### src/tmrtb_pkg.sv
// Purpose: Constants for the timer timebase block
// Assumes: APB slave, byte registers in the low bits of aligned words
// Notes: Offsets are local choices
package tmrtb_pkg;
   localparam logic [11:0] ADDR_STATUS_CONTROL = 12'h000;
   localparam logic [11:0] ADDR_COUNT_HIGH = 12'h004;
   localparam logic [11:0] ADDR_COUNT_LOW = 12'h008;
   localparam logic [11:0] ADDR_LIMIT_HIGH = 12'h00C;
   localparam logic [11:0] ADDR_LIMIT_LOW = 12'h010;
   localparam logic [11:0] ADDR_BREAK_CONTROL = 12'h014;
   localparam int BIT_WRAP_FLAG = 7;
   localparam int BIT_WRAP_IRQ_ENABLE = 6;
   localparam int BIT_COUNTER_HALT = 5;
   localparam int BIT_COUNTER_RESET = 4;
   localparam int BIT_BREAK_CLEAR_ENABLE = 0;
   localparam logic [2:0] DIV_SELECT_EXTERNAL = 3'h7;
   localparam logic [2:0] RESET_DIV_SELECT = 3'h0;
   localparam logic [15:0] RESET_LIMIT = 16'hFFFF;
   localparam logic [15:0] RESET_COUNT = 16'h0000;
   localparam logic RESET_HALT = 1'b1;
   localparam int PRESCALE_WIDTH = 6;
endpackage

### src/tmrtb_timebase.sv
// Purpose: 16-bit prescaled timebase with wrap limit, flag and APB registers
// Assumes: 250 MHz pclk as bus clock; break and stop mode come from system logic
// Notes: Register bytes sit in bits 7:0; upper bits read zero
`timescale 1ns/1ps
`default_nettype none
module tmrtb_timebase #(
   parameter bit HAS_EXT_CLOCK = 1'b1
) (
   input wire logic pclk,
   input wire logic presetn,
   input wire logic clk_en,
   input wire logic psel,
   input wire logic penable,
   input wire logic pwrite,
   input wire logic [11:0] paddr,
   input wire logic [31:0] pwdata,
   input wire logic [3:0] pstrb,
   output logic [31:0] prdata,
   output logic pready,
   output logic pslverr,
   input wire logic break_active,
   input wire logic stop_mode,
   input wire logic external_count_clock,
   output logic wrap_irq,
   output logic [15:0] count_value,
   output logic wrap_event
);
   // ****************************************
   // Storage
   // ****************************************
   localparam int PRESCALE_W = tmrtb_pkg::PRESCALE_WIDTH;
   logic [15:0] count;
   logic [15:0] limit;
   logic [7:0] limit_high_buf;
   logic [PRESCALE_W-1:0] prescale;
   logic [2:0] clock_divider_select;
   logic wrap_flag;
   logic wrap_irq_enable;
   logic counter_halt;
   logic break_clear_enable;
   logic flag_read_armed;
   logic limit_inhibit;
   logic low_latched;
   logic [7:0] low_latch;
   logic ext_sync1;
   logic ext_sync2;
   logic ext_prev;

   // ****************************************
   // Bus decode
   // ****************************************
   logic setup_phase;
   logic access;
   logic wr;
   logic rd;
   logic rd_setup;
   logic sel_sc;
   logic sel_ch;
   logic sel_cl;
   logic sel_lh;
   logic sel_ll;
   logic sel_bc;
   logic mapped;
   logic [7:0] wbyte;
   logic wr_sc;
   logic wr_bc;
   logic wr_lh;
   logic wr_ll;
   logic rd_cl;
   logic take_ch;
   logic status_ok;
   logic counter_reset;
   assign setup_phase = psel && !penable;
   assign access = psel && penable && pready;
   assign wr = access && pwrite && pstrb[0];
   assign rd = access && !pwrite;
   assign rd_setup = setup_phase && !pwrite;
   assign sel_sc = (paddr == tmrtb_pkg::ADDR_STATUS_CONTROL);
   assign sel_ch = (paddr == tmrtb_pkg::ADDR_COUNT_HIGH);
   assign sel_cl = (paddr == tmrtb_pkg::ADDR_COUNT_LOW);
   assign sel_lh = (paddr == tmrtb_pkg::ADDR_LIMIT_HIGH);
   assign sel_ll = (paddr == tmrtb_pkg::ADDR_LIMIT_LOW);
   assign sel_bc = (paddr == tmrtb_pkg::ADDR_BREAK_CONTROL);
   assign mapped = sel_sc | sel_ch | sel_cl | sel_lh | sel_ll | sel_bc;
   assign wbyte = pwdata[7:0];
   assign wr_sc = wr && sel_sc;
   assign wr_bc = wr && sel_bc;
   assign wr_lh = wr && sel_lh;
   assign wr_ll = wr && sel_ll;
   assign rd_cl = rd && sel_cl;
   // Latch at setup, so both bytes agree
   assign take_ch = rd_setup && sel_ch && !low_latched;
   // Status side effects gated in break
   assign status_ok = !break_active || break_clear_enable;
   assign counter_reset = wr_sc && wbyte[tmrtb_pkg::BIT_COUNTER_RESET];

   // ****************************************
   // Timer clock selection
   // ****************************************
   logic [PRESCALE_W:0] tap_mask;
   logic [PRESCALE_W-1:0] tap_bits;
   logic div_tick;
   logic use_ext;
   logic ext_tick;
   logic running;
   logic tick;
   assign tap_mask =
      (PRESCALE_W+1)'((7'h01 << clock_divider_select) - 7'h01);
   assign tap_bits = tap_mask[PRESCALE_W-1:0];
   assign div_tick = ((prescale & tap_bits) == tap_bits);
   // External edge only when HAS_EXT_CLOCK is set
   assign use_ext = HAS_EXT_CLOCK &&
      (clock_divider_select == tmrtb_pkg::DIV_SELECT_EXTERNAL);
   assign ext_tick = ext_sync2 && !ext_prev;
   assign running = !counter_halt && !break_active && !stop_mode;
   assign tick = running && (use_ext ? ext_tick : div_tick);

   // ****************************************
   // Wrap and clear decisions
   // ****************************************
   logic at_limit;
   logic wrap;
   logic wrap_set;
   logic flag_clear;
   logic arm_read;
   logic next_wrap_flag;
   logic next_armed;
   logic [15:0] next_count;
   assign at_limit = (count == limit);
   assign wrap = tick && at_limit && !counter_reset;
   // Flag held off during limit update
   assign wrap_set = wrap && !limit_inhibit;
   // Zero write clears only when armed
   assign flag_clear = wr_sc && !wbyte[tmrtb_pkg::BIT_WRAP_FLAG] &&
      flag_read_armed && status_ok;
   // Break reads arm only with break clear enable; arm on the value returned
   assign arm_read = rd_setup && sel_sc && wrap_flag && status_ok;
   assign next_wrap_flag = wrap_set || (wrap_flag && !flag_clear);
   assign next_armed = !wrap_set && !flag_clear &&
      (flag_read_armed || arm_read);
   // Step by one per timer clock
   assign next_count = at_limit ? tmrtb_pkg::RESET_COUNT :
      count + 16'h0001;

   // ****************************************
   // Read selection
   // ****************************************
   logic [7:0] status_byte;
   logic [7:0] low_view;
   logic [7:0] rbyte;
   assign status_byte = {wrap_flag, wrap_irq_enable, counter_halt, 2'b00,
      clock_divider_select};
   assign low_view = low_latched ? low_latch : count[7:0];
   assign rbyte = sel_sc ? status_byte :
      sel_ch ? count[15:8] :
      sel_cl ? low_view :
      sel_lh ? limit[15:8] :
      sel_ll ? limit[7:0] :
      sel_bc ? {7'h00, break_clear_enable} : 8'h00;

   // ****************************************
   // APB answer, no wait states
   // ****************************************
   always_ff @(posedge pclk or negedge presetn) begin
      if (!presetn) begin
         pready <= 1'b0;
         pslverr <= 1'b0;
      end else if (clk_en) begin
         pready <= setup_phase;
         pslverr <= setup_phase && !mapped;
      end
   end
   // Data zero outside reads, so stale bytes never leak
   always_ff @(posedge pclk or negedge presetn) begin
      if (!presetn) begin
         prdata <= 32'h00000000;
      end else if (clk_en) begin
         prdata <= rd_setup ? {24'h000000, rbyte} : 32'h00000000;
      end
   end

   // ****************************************
   // External clock synchroniser
   // ****************************************
   // Edge detect needs slow external clock
   always_ff @(posedge pclk or negedge presetn) begin
      if (!presetn) begin
         ext_sync1 <= 1'b0;
         ext_sync2 <= 1'b0;
         ext_prev <= 1'b0;
      end else if (clk_en) begin
         ext_sync1 <= external_count_clock;
         ext_sync2 <= ext_sync1;
         ext_prev <= ext_sync2;
      end
   end

   // ****************************************
   // Control registers
   // ****************************************
   always_ff @(posedge pclk or negedge presetn) begin
      if (!presetn) begin
         clock_divider_select <= tmrtb_pkg::RESET_DIV_SELECT;
         wrap_irq_enable <= 1'b0;
         counter_halt <= tmrtb_pkg::RESET_HALT;
      end else if (clk_en) begin
         if (wr_sc) begin
            clock_divider_select <= wbyte[2:0];
            wrap_irq_enable <= wbyte[tmrtb_pkg::BIT_WRAP_IRQ_ENABLE];
            counter_halt <= wbyte[tmrtb_pkg::BIT_COUNTER_HALT];
         end
      end
   end
   always_ff @(posedge pclk or negedge presetn) begin
      if (!presetn) begin
         break_clear_enable <= 1'b0;
      end else if (clk_en) begin
         if (wr_bc) begin
            break_clear_enable <= wbyte[tmrtb_pkg::BIT_BREAK_CLEAR_ENABLE];
         end
      end
   end

   // ****************************************
   // Wrap flag and clear sequence
   // ****************************************
   always_ff @(posedge pclk or negedge presetn) begin
      if (!presetn) begin
         wrap_flag <= 1'b0;
      end else if (clk_en) begin
         wrap_flag <= next_wrap_flag;
      end
   end
   always_ff @(posedge pclk or negedge presetn) begin
      if (!presetn) begin
         flag_read_armed <= 1'b0;
      end else if (clk_en) begin
         flag_read_armed <= next_armed;
      end
   end

   // ****************************************
   // Counter and prescaler
   // ****************************************
   // Reset bit clears counter bytes
   always_ff @(posedge pclk or negedge presetn) begin
      if (!presetn) begin
         count <= tmrtb_pkg::RESET_COUNT;
      end else if (clk_en) begin
         if (counter_reset) begin
            count <= tmrtb_pkg::RESET_COUNT;
         end else if (tick) begin
            count <= next_count;
         end
      end
   end
   always_ff @(posedge pclk or negedge presetn) begin
      if (!presetn) begin
         prescale <= '0;
      end else if (clk_en) begin
         if (counter_reset) begin
            prescale <= '0;
         end else if (running) begin
            prescale <= prescale + 1'b1;
         end
      end
   end

   // ****************************************
   // Limit registers
   // ****************************************
   always_ff @(posedge pclk or negedge presetn) begin
      if (!presetn) begin
         limit <= tmrtb_pkg::RESET_LIMIT;
         limit_high_buf <= 8'hFF;
         limit_inhibit <= 1'b0;
      end else if (clk_en) begin
         // High byte buffered until low write
         if (wr_lh) begin
            limit_high_buf <= wbyte;
            limit_inhibit <= 1'b1;
         end else if (wr_ll) begin
            limit <= {limit_high_buf, wbyte};
            limit_inhibit <= 1'b0;
         end
      end
   end

   // ****************************************
   // Low-byte latch
   // ****************************************
   always_ff @(posedge pclk or negedge presetn) begin
      if (!presetn) begin
         low_latched <= 1'b0;
         low_latch <= 8'h00;
      end else if (clk_en) begin
         // Latch held until low byte read
         if (rd_cl) begin
            low_latched <= 1'b0;
         end else if (take_ch) begin
            low_latched <= 1'b1;
            low_latch <= count[7:0];
         end else if (counter_reset) begin
            low_latch <= 8'h00;
         end
      end
   end

   // ****************************************
   // Outputs
   // ****************************************
   // Request follows flag and enable
   always_ff @(posedge pclk or negedge presetn) begin
      if (!presetn) begin
         wrap_irq <= 1'b0;
      end else if (clk_en) begin
         wrap_irq <= next_wrap_flag && wrap_irq_enable;
      end
   end
   always_ff @(posedge pclk or negedge presetn) begin
      if (!presetn) begin
         wrap_event <= 1'b0;
      end else if (clk_en) begin
         wrap_event <= wrap_set;
      end
   end
   // Copy lags one cycle; keeps the output a plain flop
   always_ff @(posedge pclk or negedge presetn) begin
      if (!presetn) begin
         count_value <= tmrtb_pkg::RESET_COUNT;
      end else if (clk_en) begin
         count_value <= count;
      end
   end
endmodule
`default_nettype wire

### config.mk
export PLATFORM = sky130hd
export DESIGN_NAME = tmrtb_timebase
export DESIGN_NICKNAME = d
export VERILOG_FILES = /design/src/tmrtb_pkg.sv /design/src/tmrtb_timebase.sv
export SDC_FILE = /design/constraint.sdc
export NUM_CORES = 1
export LEC_CHECK = 0
export BUFFER_PORTS_ARGS = -buffer_cell sky130_fd_sc_hd__buf_2
export CORE_MARGIN = 4
export CORE_UTILIZATION = 45
export DETAILED_ROUTE_END_ITERATION = 10
export PLACE_DENSITY = 0.76
export REMOVE_ABC_BUFFERS = 1
export SYNTH_ARGS = -nofsm -noshare
export SYNTH_HDL_FRONTEND = slang
export SYNTH_SLANG_ARGS = --single-unit
### constraint.sdc
create_clock -name pclk -period 3 [get_ports pclk]
set_input_delay 0.9 -clock pclk [delete_from_list [all_inputs] [get_ports pclk]]
set_output_delay 0.9 -clock pclk [all_outputs]
set_load 0.005 [all_outputs]
Word level (Yosys, flattened, before mapping)
Cells that the tools add are included.
{ "word_totals": {"regBits": 119, "in_bits": 57, "out_inout_bits": 52, "word_cells": 126} }
{ "op_classes": {"add_sub_neg": 3, "n_eq_ne": 8, "shift": 1, "muxes": 20, "bitwise_logic": 8, "n_reduce_logical": 64} }
{ "ops": {"columns": ["op", "count"], "rows": [
  ["$mux 8", 9],
  ["$mux 16", 3],
  ["$logic_and 1x1->1", 33],
  ["$eq 12x4->1 const B", 2],
  ["$eq 12x5->1 const B", 2],
  ["$add 16x1->16 const B", 1],
  ["$eq 16x16->1", 1],
  ["$reduce_and 2->1", 7],
  ["$logic_not 1->1", 13],
  ["$eq 12x3->1 const B", 1],
  ["$logic_not 12->1", 1],
  ["$mux 6", 2],
  ["$reduce_bool 2->1", 5],
  ["$add 6x1->6 const B", 1],
  ["$and 6x6->6", 1],
  ["$eq 6x6->1", 1],
  ["$mux 1", 6],
  ["$reduce_and 3->1", 2],
  ["$shl 1x3->6 const A", 1],
  ["$sub 6x1->6 const B", 1],
  ["$or 1x1->1", 5],
  ["$eq 3x3->1 const B", 1],
  ["$logic_or 1x1->1", 3],
  ["$not 1->1", 2]
]} }

Depth between registers and ports, before layout
{ "logic_depth": {"depth_word": 12, "ltp_mapped": 8, "depth_no_buf": 6} }

Worst setup path after synthesis
OpenSTA, ideal clock, no wires.
{ "synth_path": {"kind": "input port to flip-flop", "startpoint": "input paddr[9]", "endpoint": "register limit_high_buf[0]", "setup_time_ns": 0.082, "t_arrival_ns": 2.485, "setup_slack_ns": 0.432, "path_stages": 5, "path_buffers": 0, "path_cell_list": "or4_1 -> nor2_2 -> nand4_4 -> nor2_4 -> mux2_2"} }
{ "synth_via": {"elab_chain_cells": 3} }
{ "synth_rtl": {"columns": ["item", "line_no", "source"], "rows": [
  ["from (decl)", "tmrtb_timebase.sv:15", "input wire logic [11:0] paddr,"],
  ["$eq 12x4->1", "tmrtb_timebase.sv:81", "assign sel_lh = (paddr == tmrtb_pkg::ADDR_LIMIT_HIGH);"],
  ["$logic_and 1x1->1", "tmrtb_timebase.sv:88", "assign wr_lh = wr && sel_lh;"],
  ["$reduce_and 2->1 (no source line)", null, null],
  ["to (signal assigned)", "tmrtb_timebase.sv:280", "limit_high_buf <= wbyte;"],
  ["to (decl)", "tmrtb_timebase.sv:34", "logic [7:0] limit_high_buf;"]
]} }
No other way between the ends.
A chain may end at the register's enable or synchronous reset.

Final worst setup path
{ "layout_path": {"startpoint": "input paddr[9]", "endpoint": "register count[6]"} }
{ "layout_via": {"elab_chain_cells": 5} }
{ "layout_rtl": {"columns": ["item", "line_no", "source"], "rows": [
  ["$logic_not 12->1 (*)", "tmrtb_timebase.sv:78", "assign sel_sc = (paddr == tmrtb_pkg::ADDR_STATUS_CONTROL);"],
  ["$logic_and 1x1->1 (*)", "tmrtb_timebase.sv:86", "assign wr_sc = wr && sel_sc;"],
  ["$logic_and 1x1->1 (*)", "tmrtb_timebase.sv:95", "assign counter_reset = wr_sc && wbyte[tmrtb_pkg::BIT_COUNTER_RESET];"],
  ["$reduce_bool 2->1 (no source line)", null, null],
  ["$reduce_and 2->1 (no source line)", null, null],
  ["to (signal assigned)", "tmrtb_timebase.sv:248", "count <= tmrtb_pkg::RESET_COUNT;"],
  ["to (signal assigned)", "tmrtb_timebase.sv:251", "count <= tmrtb_pkg::RESET_COUNT;"],
  ["to (signal assigned)", "tmrtb_timebase.sv:253", "count <= next_count;"],
  ["to (decl)", "tmrtb_timebase.sv:32", "logic [15:0] count;"]
]} }
Mark *: on every way between the ends. The rest lies on a longest branch, timed or not.

==> impl_summary.txt <==
----------------------------------------------------
[CTS]
  H-Tree Level Count ... 3
  Number of clock buffers inserted by TritonCTS ... 9
  Clock slew seen by the registers of the worst setup and hold paths ... 0.07 ns
  Total setup buffers inserted after CTS ... 0
  Number of hold buffers added after CTS ... 0
  Clock tree from TritonCTS ... yes
  Latest clock arrival within the worst-skew pair ... 0.35 ns
  Buffer cell driving the clock tree root ... clkbuf_16
  CTS-repair resized insts ... 0
  Number of sinks on the clock net ... 95
  Buffer depth of the longest clock path ... 2

[Place]
  Routability congestion estimate ... 0.904
  Port Buf Inserts ... 57
  Cell Area, Placed ... 5460 um2
  HPWL after detailed placement ... 9200 um

[Route]
  Number of detailed-routing iterations run before antenna repair ... 4
  Routed vias ... 3982
  Final routed DRC violation total ... 0
  Overall routed net length ... 12700 um
  Avg WL per Cell ... 18.4 um
  Via/cell ratio ... 5.75
  DRC violation total after the first TritonRoute iteration ... 393
  Remaining antenna violation count after routing ... 0

[Global routing]
  Remaining global-route overflow ... 0
  Wire length of the first global-routing pass ... 21100 um
  Maximum number of pins on one net before global-route repair ... 77
  Number of global-route vias before repair ... 4026
  Antenna violations before repair ... 0
  Overall global routing resource usage ... 20.6%

[Timing]
  Highest achievable clock rate ... 0.382 GHz
  Transition time at the pin with the least slew margin ... 0.751 ns
  Hold violation count in the final report ... 0
  Max-slew violation total from the final report ... 0
  Worst slew margin relative to its limit ... 49.7%
  Post-Route Skew ... 0.00877 ns
  Final Cycle Share ... 87.4%
  Fin crit period ... 2.62 ns
  Sum of negative setup slack ... 0 ns
  Setup-failing EPs final ... 0
  RSZ-0062 raised after global routing ... no

[Synthesis]
  Number of instances in the synthesized netlist ... 487
  Post-synthesis average cell area ... 10.4 um2
  Total standard cell area after synthesis ... 5060 um2
  Cell taking the most area after synthesis ... dfrtp_1
  Yosys warning count ... 0
  Seq/Total Area, Yosys ... 47.6%
  Ys async rst share ... 100%
  Leading register cell type out of synthesis ... dfrtp_1
  Number of register bits inferred by synthesis ... 95
  Share of Yosys cell area claimed by the top area cell type ... 34.6%
  Synth top area cells ... dfrtp_1 (35%), dfstp_2 (13%), mux2_2 (12%)
  Number of synthesized flops with an enable pin ... 0
  Unique masters post-synth ... 59

[Layout]
  Layout Cell Area excl Fill ... 5790 um2
  Most frequent standard cell in the layout excluding fill and tap cells ... dfrtp_1
  Post-layout utilization of the core ... 53.0%
  Count of nets after finishing ... 607
  Fraction of final layout cells sized beyond drive strength 1 ... 31.1%
  Highest-count cells in the layout ignoring fill and taps ... dfrtp_1 (70), buf_2 (56), mux2_2 (53)
  Area overhead of the layout relative to synthesis ... 14.5%
  Number of diodes ... 0

[Hold path]
  Path type of the worst min-delay path ... in -> async

[Floorplan]
  Area of the core ... 10900 um2
  Chip height ... 114 um
  Die outline width ... 114 um
  Initial cell density of the core ... 46.3%
  Io pins ... 109
  Die area ... 13000 um2
  Number of rows in the core area ... 38

[Power and ir drop]
  Total power ... 3.08 mW
  Power density relative to cell area ... 531 nW/um2
  Leak Pwr ... 2.72 nW
  IR drop worst, VDD ... 241 uV

[Critical path]
  Data arrival time of the critical path ... 2.88 ns
  Data required time at the worst endpoint ... 3.26 ns
  Sort of element at the end of the critical path ... flop
  Startpoint kind of the worst setup timing path ... primary input
  Top fanout value on the critical path ... 14
  Count of cells along the worst register-to-register path ... 6
  Critical path class ... in -> reg

[Run]
  Max-cap check violation count ... 0

[Outcome]
  Run status ... finished, final reports clean

----------------------------------------------------
## critical path: stages
cell and delay [ns]:
buf_2 0.10, nor4_1 0.40, nand4b_1 0.29, nor3_4 0.27, a21oi_2 0.15, or4_1 0.58
a21oi_1 0.19
## cell type report
type                            instances  area (um2)
Clock inverter                          3        46.3
Multi-Input combinational cell        358        2420
Inverter                               12        45.0
Timing Repair Buffer                   72         413
Clock buffer                           13         282
Fill cell                             948        5140
Sequential cell                        95        2410
Tap cell                              140         175
## power breakdown
group / switching, mW / leakage, nW / internal, mW
Sequential: 0.118 / 1.20 / 1.36
Combinational: 0.185 / 1.35 / 0.156
Clock: 0.503 / 0.163 / 0.748
Total: 0.807 / 2.72 / 2.27
## cell usage after synthesis (all sizes together), types with 3 or more instances
cell type,count
nand2b,4
o22ai,3
a21oi,25
and2,7
a22oi,3
mux2i,7
nor3,9
nand4,5
nand3,17
inv,12
nor4,7
o2bb2ai,6
and3,3
buf,30
a31oi,4
o31ai,4
o21ai,32
or3,9
dfstp,25
nor2b,4
or4,5
nand2,50
and4,4
xor2,20
mux2,55
dfrtp,70
o221ai,3
nor2,24
clkbuf,15
## routing by layer
layer | up-vias | wire, um | GRT usage, %
li1 | 1830 | - | -
met1 | 1954 | 5450 | 27.8
met2 | 167 | 6000 | 32.5
met3 | 31 | 936 | 4.19
met4 | 0 | 356 | 8.79
met5 | - | 0 | 0
## final timing paths
| kind | startpoint | end | slack, ns |
|---|---|---|---|
| min | presetn | prescale[4] | 0.44 |
| min reg2reg | low_latch[7] | low_latch[7] | 0.47 |
| max reg2reg | clock_divider_select[0] | count[9] | 0.55 |
| min in group pclk | low_latch[7] | low_latch[7] | 0.47 |
| max in group asynchronous | presetn | limit[8] | 1.86 |
| max | paddr[9] | count[6] | 0.38 |
## cell families after synthesis
group | Yosys count | synth area share, %
DFF | 95 | 47.6
and+or+nand+nor | 156 | 16.9
AOI/OAI and AO/OA | 92 | 11.3
adders and majority gates | 2 | 0.494
muxes | 62 | 13.6
xor gates and xnor gates | 22 | 3.81
buffers and inverters | 57 | 6.23
other | 1 | 0.0741
## stage by stage
| stage | hold slack [ns] | instances | setup slack (ns) |
|---|---|---|---|
| finish | 0.442 | 693 | 0.379 |
| global placement | 0.449 | 677 | 0.151 |
| CTS | 0.443 | 693 | 0.381 |
| floorplan | 0.433 | 465 | 0.148 |
| global route | 0.464 | 693 | 0.225 |
| detailed placement | 0.458 | 677 | 0.102 |
## state kept, by name, summed over array words and instances (netlist names), 3 cells and up
register,cells
prescale,6
count,16
clock_divider_select,3
limit,16
low_latch,8
limit_high_buf,8
prdata,8
count_value,16
Power figures use the tool's default switching activity.
